`src/rtl/mdb_pkg.sv`:
```
// Package of register map, field positions and types for the digital block
package mdb_pkg;
   localparam logic [7:0] ADDR_COUNT = 8'h20;
   localparam logic [7:0] ADDR_PERIOD = 8'h21;
   localparam logic [7:0] ADDR_COMPARE = 8'h22;
   localparam logic [7:0] ADDR_CONTROL = 8'h23;
   localparam logic [7:0] ADDR_FUNCTION = 8'h24;
   localparam logic [7:0] ADDR_IRQ_STATUS = 8'h25;
   localparam logic [7:0] ADDR_IRQ_MASK = 8'h26;
   localparam logic [7:0] RESET_BYTE = 8'h00;
   localparam logic [2:0] FN_TIMER = 3'h0;
   localparam logic [2:0] FN_COUNTER = 3'h1;
   localparam logic [2:0] FN_CYCLIC_CHECK_PSEUDORANDOM_GEN = 3'h2;
   localparam logic [2:0] FN_DUALPWM = 3'h3;
   localparam logic [2:0] FN_DEADBAND = 3'h4;
   localparam logic [2:0] FN_MODULATOR = 3'h7;
   localparam logic [2:0] FN_SERIAL = 3'h6;
   localparam logic [2:0] FN_RECEIVE = 3'h5;
   localparam int CTL_ENABLE = 0;
   localparam int CTL_BIT1 = 1;
   localparam int CTL_BIT2 = 2;
   localparam int CTL_NPS = 3;
   localparam int CTL_KILL_LSB = 4;
   localparam int FN_MODE0 = 3;
   localparam int DEAD_TIME_CYCLES = 1;
   localparam int IRQ_TC = 0;
   localparam int IRQ_CAPTURE = 1;
   localparam int IRQ_BLOCK = 2;
   localparam int IRQ_KILL = 3;
   typedef struct packed {
      logic [7:0] addr;
      logic [7:0] wdata;
      logic wr;
      logic rd;
   } mdb_bus_s;
   typedef struct packed {
      logic primary;
      logic auxiliary;
      logic block_irq;
   } mdb_out_s;
endpackage

```
`src/rtl/mdb_block.sv`:
```
// Configurable 8-bit digital block: timer, counter, dead band, CRC/PRS
//
// The address-and-strobe port was chosen for this implementation.
`timescale 1ns/100ps
`default_nettype none
module mdb_block (
   input wire logic clk,
   input wire logic rst,
   input wire logic [7:0] addr,
   input wire logic [7:0] wdata,
   input wire logic wr,
   input wire logic rd,
   output logic [7:0] rdata,
   input wire logic block_clk_pin,
   input wire logic data_in_pin,
   input wire logic capture_pin,
   input wire logic prev_primary_pin,
   input wire logic [15:0] kill_sources,
   output logic primary_out,
   output logic auxiliary_out,
   output logic phase_one_output,
   output logic phase_two_output,
   output logic block_irq,
   output logic irq
);
   // Pin synchronisers: first stage read only by second
   logic [3:0] sync1_reg;
   logic [3:0] sync2_reg;
   logic [15:0] kill1_reg;
   logic [15:0] kill2_reg;
   always_ff @(posedge clk) begin
      if (rst) begin
         sync1_reg <= 4'h0;
         sync2_reg <= 4'h0;
         kill1_reg <= 16'h0000;
         kill2_reg <= 16'h0000;
      end else begin
         sync1_reg <= {prev_primary_pin, capture_pin, data_in_pin,
            block_clk_pin};
         sync2_reg <= sync1_reg;
         kill1_reg <= kill_sources;
         kill2_reg <= kill1_reg;
      end
   end
   wire bclk = sync2_reg[0];
   wire din = sync2_reg[1];
   wire cap_in = sync2_reg[2];
   wire prev_in = sync2_reg[3];

   // Block clock edges become one-cycle enables
   logic bclk_d_reg;
   always_ff @(posedge clk) begin
      if (rst) begin
         bclk_d_reg <= 1'b0;
      end else begin
         bclk_d_reg <= bclk;
      end
   end
   wire bclk_rise = bclk & ~bclk_d_reg;
   wire bclk_fall = ~bclk & bclk_d_reg;

   // Registers
   logic [7:0] count_reg;
   logic [7:0] period_reg;
   logic [7:0] compare_reg;
   logic [7:0] compare_buf_reg;
   logic buf_pending_reg;
   logic [7:0] control_reg;
   logic [7:0] function_reg;
   logic [3:0] irq_status_reg;
   logic [3:0] irq_mask_reg;
   logic [7:0] rdata_reg;

   wire [2:0] fn = function_reg[2:0];
   wire is_timer = (fn == mdb_pkg::FN_TIMER);
   wire is_counter = (fn == mdb_pkg::FN_COUNTER);
   wire is_crc = (fn == mdb_pkg::FN_CYCLIC_CHECK_PSEUDORANDOM_GEN);
   wire is_dead = (fn == mdb_pkg::FN_DEADBAND);
   wire counts_mode = is_timer | is_counter | is_dead
      | (fn == mdb_pkg::FN_DUALPWM) | (fn == mdb_pkg::FN_MODULATOR);
   wire compare_ro = (fn == mdb_pkg::FN_SERIAL)
      | (fn == mdb_pkg::FN_RECEIVE);
   wire enable = control_reg[mdb_pkg::CTL_ENABLE];
   wire ctl1 = control_reg[mdb_pkg::CTL_BIT1];
   wire ctl2 = control_reg[mdb_pkg::CTL_BIT2];
   wire negative_phase_select = control_reg[mdb_pkg::CTL_NPS];
   wire [3:0] kill_sel = control_reg[7:mdb_pkg::CTL_KILL_LSB];
   wire kill_used = is_timer | is_counter | is_crc;
   wire kill = kill_used & kill2_reg[kill_sel];

   wire wr_period = wr & (addr == mdb_pkg::ADDR_PERIOD);
   wire wr_compare = wr & (addr == mdb_pkg::ADDR_COMPARE) & ~compare_ro;
   wire wr_control = wr & (addr == mdb_pkg::ADDR_CONTROL);
   wire wr_function = wr & (addr == mdb_pkg::ADDR_FUNCTION);
   wire wr_mask = wr & (addr == mdb_pkg::ADDR_IRQ_MASK);
   wire rd_count = rd & (addr == mdb_pkg::ADDR_COUNT);
   wire rd_status = rd & (addr == mdb_pkg::ADDR_IRQ_STATUS);

   // Counter engine; counter gated by data input as count enable
   wire run = enable & ~kill & (counts_mode | is_crc);
   wire step = run & bclk_rise & (~is_counter | din);
   wire at_tc = (count_reg == 8'h00);
   wire tc_event = step & at_tc & ~is_crc;
   // Period zero reloads every clock, so the narrow pulse still toggles
   wire [7:0] count_dec = count_reg - 8'h01;

   // CRC/PRS: shift mode kills feedback
   wire [7:0] feedback = ctl2 ? 8'h00 : period_reg;
   wire lfsr_msb = count_reg[7] ^ (is_crc & din);
   wire [7:0] lfsr_next = {count_reg[6:0], 1'b0}
      ^ (lfsr_msb ? feedback : 8'h00);

   logic [7:0] count_next;
   always_comb begin
      count_next = count_reg;
      if (is_crc & step) begin
         count_next = lfsr_next;
      end else if (step) begin
         count_next = at_tc ? period_reg : count_dec;
      end
   end

   always_ff @(posedge clk) begin
      if (rst) begin
         count_reg <= mdb_pkg::RESET_BYTE;
         period_reg <= mdb_pkg::RESET_BYTE;
         control_reg <= mdb_pkg::RESET_BYTE;
         function_reg <= mdb_pkg::RESET_BYTE;
         irq_mask_reg <= 4'h0;
      end else begin
         count_reg <= count_next;
         if (wr_period) begin
            period_reg <= wdata;
         end
         if (wr_control) begin
            control_reg <= wdata;
         end
         if (wr_function) begin
            function_reg <= wdata;
         end
         if (wr_mask) begin
            irq_mask_reg <= wdata[3:0];
         end
      end
   end

   // Compare register: buffered update, capture, count snapshot
   wire buffered = is_counter & ctl1 & enable;
   wire capture_now = is_timer & enable & cap_in;
   always_ff @(posedge clk) begin
      if (rst) begin
         compare_reg <= mdb_pkg::RESET_BYTE;
         compare_buf_reg <= mdb_pkg::RESET_BYTE;
         buf_pending_reg <= 1'b0;
      end else begin
         if (rd_count & counts_mode) begin
            compare_reg <= count_reg;
         end else if (capture_now) begin
            compare_reg <= count_reg;
         end else if (wr_compare & ~buffered) begin
            compare_reg <= wdata;
         end else if (buf_pending_reg & tc_event) begin
            compare_reg <= compare_buf_reg;
         end
         if (wr_compare & buffered) begin
            compare_buf_reg <= wdata;
            buf_pending_reg <= 1'b1;
         end else if (tc_event | ~buffered) begin
            buf_pending_reg <= 1'b0;
         end
      end
   end

   // Compare output; negative phase holds updates while clock high
   logic cmp_reg;
   wire cmp_value = (count_reg <= compare_reg);
   wire cmp_ok = ~negative_phase_select | ~bclk;
   always_ff @(posedge clk) begin
      if (rst) begin
         cmp_reg <= 1'b0;
      end else if (cmp_ok) begin
         cmp_reg <= cmp_value & run;
      end
   end

   // Terminal count pulse: narrow ends on falling edge, wide on next rise
   logic tc_reg;
   always_ff @(posedge clk) begin
      if (rst) begin
         tc_reg <= 1'b0;
      end else if (tc_event & is_timer | tc_event & is_counter) begin
         tc_reg <= 1'b1;
      end else if (~ctl2 & bclk_fall) begin
         tc_reg <= 1'b0;
      end else if (ctl2 & bclk_rise) begin
         tc_reg <= 1'b0;
      end
   end
   wire tc_wide = is_timer & ctl2;
   wire tc_pulse = tc_reg & (tc_wide | is_counter | ~ctl2);

   // Dead band generator
   wire dead_ref = ctl1 ? ctl2 : prev_in;
   logic ref_d_reg;
   logic [7:0] dead_cnt_reg;
   logic ph1_reg;
   logic ph2_reg;
   wire dead_on = is_dead & enable & ~kill;
   wire ref_change = dead_on & (dead_ref != ref_d_reg);
   wire dead_done = (dead_cnt_reg == 8'h00);
   always_ff @(posedge clk) begin
      if (rst) begin
         ref_d_reg <= 1'b0;
         dead_cnt_reg <= 8'h00;
         ph1_reg <= 1'b0;
         ph2_reg <= 1'b0;
      end else if (~dead_on) begin
         ref_d_reg <= dead_ref;
         dead_cnt_reg <= 8'h00;
         ph1_reg <= 1'b0;
         ph2_reg <= 1'b0;
      end else if (ref_change) begin
         ref_d_reg <= dead_ref;
         dead_cnt_reg <= period_reg;
         ph1_reg <= 1'b0;
         ph2_reg <= 1'b0;
      end else if (~dead_done & bclk_rise) begin
         dead_cnt_reg <= dead_cnt_reg - 8'h01;
      end else if (dead_done) begin
         ph1_reg <= ref_d_reg;
         ph2_reg <= ~ref_d_reg;
      end
   end

   // Output selection per function
   wire pass = is_crc & ctl1;
   wire crc_primary = count_reg[7] & enable;
   logic primary_next;
   logic aux_next;
   always_comb begin
      primary_next = 1'b0;
      aux_next = 1'b0;
      if (pass) begin
         primary_next = din;
         aux_next = bclk;
      end else if (is_crc) begin
         primary_next = crc_primary;
      end else if (is_timer | is_counter) begin
         primary_next = cmp_reg;
         aux_next = tc_pulse;
      end else if (is_dead) begin
         primary_next = ph1_reg;
         aux_next = ph2_reg;
      end
   end

   // Block interrupt source
   wire mode0 = function_reg[mdb_pkg::FN_MODE0];
   logic blk_irq_next;
   always_comb begin
      blk_irq_next = 1'b0;
      if (pass) begin
         blk_irq_next = din;
      end else if (is_timer & ctl1) begin
         blk_irq_next = capture_now;
      end else if (is_timer) begin
         blk_irq_next = mode0 ? cmp_reg : tc_pulse;
      end else if (is_counter) begin
         blk_irq_next = mode0 ? cmp_reg : tc_pulse;
      end else if (is_crc) begin
         blk_irq_next = crc_primary;
      end
   end

   logic blk_irq_d_reg;
   mdb_pkg::mdb_out_s out_reg;
   always_ff @(posedge clk) begin
      if (rst) begin
         out_reg <= '0;
         blk_irq_d_reg <= 1'b0;
      end else begin
         out_reg <= '{primary: primary_next, auxiliary: aux_next,
            block_irq: blk_irq_next};
         blk_irq_d_reg <= out_reg.block_irq;
      end
   end

   // Sticky status; set wins over read clear
   // Kill is seen while enabled; run already masks it, so it cannot serve
   wire [3:0] irq_events = {kill & enable,
      out_reg.block_irq & ~blk_irq_d_reg,
      capture_now, tc_event};
   always_ff @(posedge clk) begin
      if (rst) begin
         irq_status_reg <= 4'h0;
      end else begin
         irq_status_reg <= (rd_status ? 4'h0 : irq_status_reg) | irq_events;
      end
   end

   // Read mux; period register reads zero as it is write-only
   logic [7:0] rdata_next;
   always_comb begin
      rdata_next = 8'h00;
      unique case (addr)
         mdb_pkg::ADDR_COMPARE: rdata_next = compare_reg;
         mdb_pkg::ADDR_CONTROL: rdata_next = control_reg;
         mdb_pkg::ADDR_FUNCTION: rdata_next = function_reg;
         mdb_pkg::ADDR_IRQ_STATUS: rdata_next = {4'h0, irq_status_reg};
         mdb_pkg::ADDR_IRQ_MASK: rdata_next = {4'h0, irq_mask_reg};
         default: rdata_next = 8'h00;
      endcase
   end
   always_ff @(posedge clk) begin
      if (rst) begin
         rdata_reg <= 8'h00;
      end else begin
         rdata_reg <= rd ? rdata_next : 8'h00;
      end
   end

   assign rdata = rdata_reg;
   assign primary_out = out_reg.primary;
   assign auxiliary_out = out_reg.auxiliary;
   assign block_irq = out_reg.block_irq;
   assign phase_one_output = ph1_reg;
   assign phase_two_output = ph2_reg;
   assign irq = |(irq_status_reg & irq_mask_reg);
endmodule // mdb_block
`default_nettype wire

```
`config.mk`:
```
export PLATFORM = sky130hd
export DESIGN_NAME = mdb_block
export DESIGN_NICKNAME = d
export VERILOG_FILES = /design/src/rtl/mdb_pkg.sv /design/src/rtl/mdb_block.sv
export SDC_FILE = /design/constraint.sdc
export NUM_CORES = 1
export LEC_CHECK = 0
export BUFFER_PORTS_ARGS = -buffer_cell sky130_fd_sc_hd__clkbuf_2
export CAP_MARGIN = 40
export CORE_ASPECT_RATIO = 0.8
export CORE_MARGIN = 5
export CORE_UTILIZATION = 53
export CTS_CLUSTER_DIAMETER = 100
export CTS_CLUSTER_SIZE = 8
export DETAILED_ROUTE_END_ITERATION = 10
export PLACE_DENSITY = 0.7
export SLEW_MARGIN = 15
export SYNTH_ARGS = -nofsm -noshare
export SYNTH_HDL_FRONTEND = slang
export SYNTH_SLANG_ARGS = --single-unit
```
`constraint.sdc`:
```
create_clock -name clk -period 2.8 [get_ports clk]
set_input_delay 0.42 -clock clk [delete_from_list [all_inputs] [get_ports clk]]
set_output_delay 0.42 -clock clk [all_outputs]
set_load 0.005 [all_outputs]
```
== Yosys cells after proc, flatten, opt, wreduce, memory -nomap -nowiden ==
Index checks and enable logic that the tools add are counted.

* Add/sub/neg operators: 2
* $lt $le $gt $ge: 2
* Equality and inequality tests: 16
* Muxes and demuxes: 37
* Bitwise logic cells: 75
* Reductions and logical operators: 13

{| class="wikitable"
|+ Operators with widths
! kind !! count
|-
| two-way mux 8 bit || 11
|-
| equality test 8 x 6 -> 1 bit, second input constant || 7
|-
| bitwise AND 1 bit || 43
|-
| case mux 8 bit (5 select lines) || 1
|-
| two-way mux 1 bit || 23
|-
| zero test 8 bit || 2
|-
| subtractor 8 x 1 -> 8 bit, second input constant || 2
|-
| inverter 1 bit || 15
|-
| bitwise OR 1 bit || 13
|-
| equality test 3 bit, second input constant || 4
|-
| <= comparator 8 bit || 1
|-
| XOR 8 bit || 1
|-
| equality test 3 x 2 -> 1 bit, second input constant || 2
|-
| nonzero test 2 bit || 3
|-
| less-than comparator 4 x 5 -> 1 bit, second input constant || 1
|-
| bitwise AND 4 bit || 1
|-
| binary-select mux 1 bit (select 4 bit) || 1
|-
| two-way mux 4 bit || 1
|-
| bitwise OR 4 bit || 1
|-
| nonzero test 4 bit || 1
|-
| OR reduction 2 bit || 2
|-
| OR reduction 4 bit || 1
|-
| equality test 3 x 1 -> 1 bit, second input constant || 1
|-
| zero test 3 bit || 1
|-
| other kinds (6) || 6
|}

* Bits in registers: 123
* Input port bits: 40
* Output and inout bits: 14
* Logic and storage cells: 170

== Longest topological paths before layout ==
* Depth in word-level cells: 16
* Depth in mapped cells: 9
* Mapped depth without buffers: 8

== Worst setup path after synthesis ==
OpenSTA, ideal clock, no wires.

* Path kind: input to register
* Start: input addr[4]
* End: register compare_reg[0]
* Arrival: 2325 ps
* Required time: 2726 ps
* Path slack: 401 ps
* Stages on the path: 8
* Buffers on the path: 2
* Cell sequence: or4b_1 > clkbuf_1 > nor4_4 > o2111ai_1 > buf_2 > mux2i_1 > a211o_1 > mux2i_1

* Word-level cells in the longest chain between the ends: 7
* Elaborated cells on any way between the ends: 11

{| class="wikitable"
|+ RTL lines
! item !! line !! source
|-
| start, declared || mdb_block.sv:9 || <nowiki>input wire logic [7:0] addr,</nowiki>
|-
| equality test 8 x 6 -> 1 bit || mdb_block.sv:92 || <nowiki>wire wr_compare = wr & (addr == mdb_pkg::ADDR_COMPARE) & ~compare_ro;</nowiki>
|-
| bitwise AND 1 bit (2 in series) || mdb_block.sv:92 ||
|-
| bitwise AND 1 bit || mdb_block.sv:160 || <nowiki>end else if (wr_compare & ~buffered) begin</nowiki>
|-
| two-way mux 8 bit || mdb_block.sv:160 ||
|-
| two-way mux 8 bit || mdb_block.sv:158 || <nowiki>end else if (capture_now) begin</nowiki>
|-
| two-way mux 8 bit || mdb_block.sv:156 || <nowiki>if (rd_count & counts_mode) begin</nowiki>
|-
| end signal, assigned || mdb_block.sv:157 || <nowiki>compare_reg <= count_reg;</nowiki>
|-
| end signal, assigned || mdb_block.sv:159 || <nowiki>compare_reg <= count_reg;</nowiki>
|-
| end signal, assigned || mdb_block.sv:161 || <nowiki>compare_reg <= wdata;</nowiki>
|-
| end, declared || mdb_block.sv:65 || <nowiki>logic [7:0] compare_reg;</nowiki>
|}

Parallel ways exist; a longest one is shown, timed or not.
A chain may end at the register's enable or synchronous reset.

== Final worst setup path ==
* Start: register control_reg[6]
* End: register tc_reg

* Word-level cells in the longest chain between the ends: 13
* Elaborated cells on any way between the ends: 15

{| class="wikitable"
|+ RTL lines
! item !! line !! source
|-
| start, declared || mdb_block.sv:68 || <nowiki>logic [7:0] control_reg;</nowiki>
|-
| start signal, assigned || mdb_block.sv:127 || <nowiki>control_reg <= mdb_pkg::RESET_BYTE;</nowiki>
|-
| start signal, assigned || mdb_block.sv:136 || <nowiki>control_reg <= wdata;</nowiki>
|-
| binary-select mux 1 bit (select 4 bit) (*) || mdb_block.sv:89 || <nowiki>wire kill = kill_used & kill2_reg[kill_sel];</nowiki>
|-
| two-way mux 1 bit (implied by the code) (*) || mdb_block.sv:89 ||
|-
| bitwise AND 1 bit (*) || mdb_block.sv:89 ||
|-
| inverter 1 bit (*) || mdb_block.sv:100 || <nowiki>wire run = enable & ~kill & (counts_mode | is_crc);</nowiki>
|-
| bitwise AND 1 bit (*) (2 in series) || mdb_block.sv:100 ||
|-
| bitwise AND 1 bit (*) (2 in series) || mdb_block.sv:101 || <nowiki>wire step = run & bclk_rise & (~is_counter | din);</nowiki>
|-
| bitwise AND 1 bit (*) (2 in series) || mdb_block.sv:103 || <nowiki>wire tc_event = step & at_tc & ~is_crc;</nowiki>
|-
| bitwise AND 1 bit || mdb_block.sv:191 || <nowiki>end else if (tc_event & is_timer | tc_event & is_counter) begin</nowiki>
|-
| bitwise OR 1 bit (*) || mdb_block.sv:191 ||
|-
| nonzero test 3 bit (no source line) / two-way mux 1 bit (equally long branches) || -- ||
|-
| end signal, assigned || mdb_block.sv:190 || <nowiki>tc_reg <= 1'b0;</nowiki>
|-
| end signal, assigned || mdb_block.sv:192 || <nowiki>tc_reg <= 1'b1;</nowiki>
|-
| end signal, assigned || mdb_block.sv:194 || <nowiki>tc_reg <= 1'b0;</nowiki>
|-
| end, declared || mdb_block.sv:187 || <nowiki>logic tc_reg;</nowiki>
|}

Mark *: on every way between the ends. The rest lies on a longest branch, timed or not. The select of a mux whose other input is x is not followed.

==> impl_results.md <==
* Gr ovfl total at 0
* RSZ-0062 raised after global routing: false
* Placed insts at 792
* Status: finished, final reports clean
* Hold-fix buffers, CTS at 0
* GPL Wtd Cong at between 0.9 and 1
* Final Hold Fails at 0
* MaxCap Viol Count at 0
* Wire length on met3 at about 1.4 mm
* Wl on met1 at around 6.8 mm
* Crit Path Max Fanout at 19
* FF-to-FF setup slack at approximately 290 ps
* CP Data Required Time at approximately 3100 ps
* Clock latency on the worst-skew pair at between 400 and 500 ps
* DR top layer: met4
* Critical Path AT at about 2900 ps
* # rows at 33
* FF/Latch Area at about 2500 sq um
* Syn_area_per_cell at roughly 9.1 sq um
* Clock Skew at around 6.3 ps
* Diode count at 0
* Pwr Total at ~4.0 mW
* Most common cell after layout, fill and taps aside: dfxtp_1
* PwrDens at ~610 nW/um^2
* P_leak at approximately 2.5 nW
* Final Hold Slack at around 210 ps
* Clock Pin Slew Worst Setup and Hold Paths at about 60 ps
* Layout cells sized above 1 at 0.171
* TritonCTS buffer count at 17
* # setup viols final at 0
* CTS tree: built
* Die width at 126 um
* Worst hold-check path type: in -> reg
* Multi-input logic area at around 3000 sq um
* Final HPWL DP at between 10 and 15 mm
* First-pass GRT wire length at between 20 and 25 mm
* DR DRC count at 0
* Synth Flop Type: dfxtp_1
* Synth warn at 0
* Fin crit share at 0.898
* Via Count at 4,761
* Crit. End Element: flip-flop
* Met2 Wirelength at 6.38 mm
* Register area share after synthesis at 0.434
* Synth Register Bits at 123
* DRT Pass-1 Iters at 5
* Post-Synthesis Net Count at 676
* Share of the synthesized area in the top cell type at 0.434
* Total die area at between 10,000 and 15,000 sq um
* CTS Buffer Depth at 2
* Post-synth top area cell: dfxtp_1
* Drt total wl at 14.8 mm
* Crit Path Class: reg -> reg
* Antenna Nets Post-Route at 0
* Tmin final at ~2500 ps
* Area delta synth->final at 16.9%
* Final #Nets at a little over 700
* Vias in the first global route at between 4,000 and 5,000
* GRT Total Usage at 0.238
* Initial antenna violation count at 0
* Commonest non-fill, non-tap cells in the layout: dfxtp_1, nor2_1, nor2b_1, clkbuf_2, mux2i_1
* Final setup TNS at 0 ps
* Mapped cell area at ~5700 sq um
* Max-slew headroom at the worst pin at 0.506
* Max IR drop VDD at 0.000432 V
* Initial Util at 0.547
* Max Freq at around 400 MHz
* Top cells by area, synth: dfxtp_1, mux2i_1, nor2b_1
* Core Area at roughly 10,000 sq um
* Final Max Tran Viols at 0
* Clock sinks at 123
* Synth unique cells at 60
* CTS-repair resized insts at 0
* Layout Cells excl Fill at 824
* H-Tree Level Count at 4
* Postcts setup bufs at 0
* Clk root buf: clkbuf_16
* Die Y at between 100 and 150 um
* Synthesized instance count at between 600 and 700
* Port Buf Inserts at 53
* Vias per cell at between 5 and 6
* Async SR Flop Fraction at 0
* Iteration-0 DRC Markers at 673
* WL per Instance at 18.0 um
* # fillers at between 800 and 900
* Top Ports at between 50 and 60
* Worst Max-Slew Pin Slew at 738 ps
* Largest net degree at the start of global routing at 47
* EDFF count, synth at 0
* Crit start category: flip-flop
metrics by stage:
step | instance area, sq um | setup WS, ps | util
global placement | 6060 | 325 | 0.585
floorplan | 5670 | 401 | -
finish | 6630 | 286 | 0.640
CTS | 6630 | 318 | 0.640
detailed placement | 6060 | 318 | 0.585
global route | 6630 | 184 | 0.640
power by group:
group	total, mW	internal, mW	switching (mW)	leakage, nW
Combinational	0.133	0.0520	0.0814	1.28
Sequential	1.79	1.78	0.00866	0.999
Clock	2.10	1.27	0.830	0.272
layout make-up:
class | count | area share
flip-flops and latches | 123 | 0.371
clock inverters | 13 | 0.0179
clock buffers | 19 | 0.0683
well taps | 140 | 0.0264
inverters | 15 | 0.00849
multi-input cells | 444 | 0.448
repair buffers | 70 | 0.0596
critical path: stages (launching register included):
cell and delay [ps]:
dfxtp_1 560, mux4_2 590, mux2i_2 240, nand3_2 150, and3_4 290, or4_1 480
a21oi_1 130
routing by layer:
layer	up-vias	GRT usage
li1	2287	-
met1	2243	0.335
met2	212	0.346
met3	19	0.0818
met4	0	0.0733
met5	-	0
cell usage after synthesis, types with 2 or more instances:
cell and count:
a21oi_1 34, a2111oi_0 3, xnor2_1 7, buf_2 7, ha_1 12, a211o_1 8, and3_1 8, buf_6 2
xor2_1 7, nand4_1 3, mux2i_1 46, nor2b_1 53, o21ai_1 6, a222oi_1 5, a2111o_1 4, nand3_1 30
clkbuf_1 32, a31oi_1 2, nand3b_1 9, a22oi_1 5, dfxtp_1 123, mux4_2 4, nor3b_2 2, nand4b_1 2
nand2b_1 12, nor4_1 3, nor2_1 69, o21ai_0 15, nor3_1 7, a211oi_1 14, inv_1 15, nand2_1 40
a21o_1 5, o21a_1 4
final timing paths:
check                       start      endpoint  cells past startpoint
setup / recovery   control_reg[6]        tc_reg                      6
hold / removal    kill_sources[1]  kill1_reg[1]                      2
setup reg to reg   control_reg[6]        tc_reg                      6
hold reg to reg      sync1_reg[3]  sync2_reg[3]                      1
cell families (layout without fill, tap and decap cells):
kind of cell | count (synthesis) | after routing | synth area share
multiplexers | 52 | 52 | 0.101
AND/OR/NAND/NOR | 248 | 248 | 0.229
buffers and inverters | 57 | 117 | 0.0419
adder cells (fa/ha/maj) | 12 | 12 | 0.0265
flip-flops | 123 | 123 | 0.434
XOR/XNOR | 14 | 14 | 0.0216
AO/OA/AOI/OAI | 118 | 118 | 0.146
(Power assumes the default switching activity.)
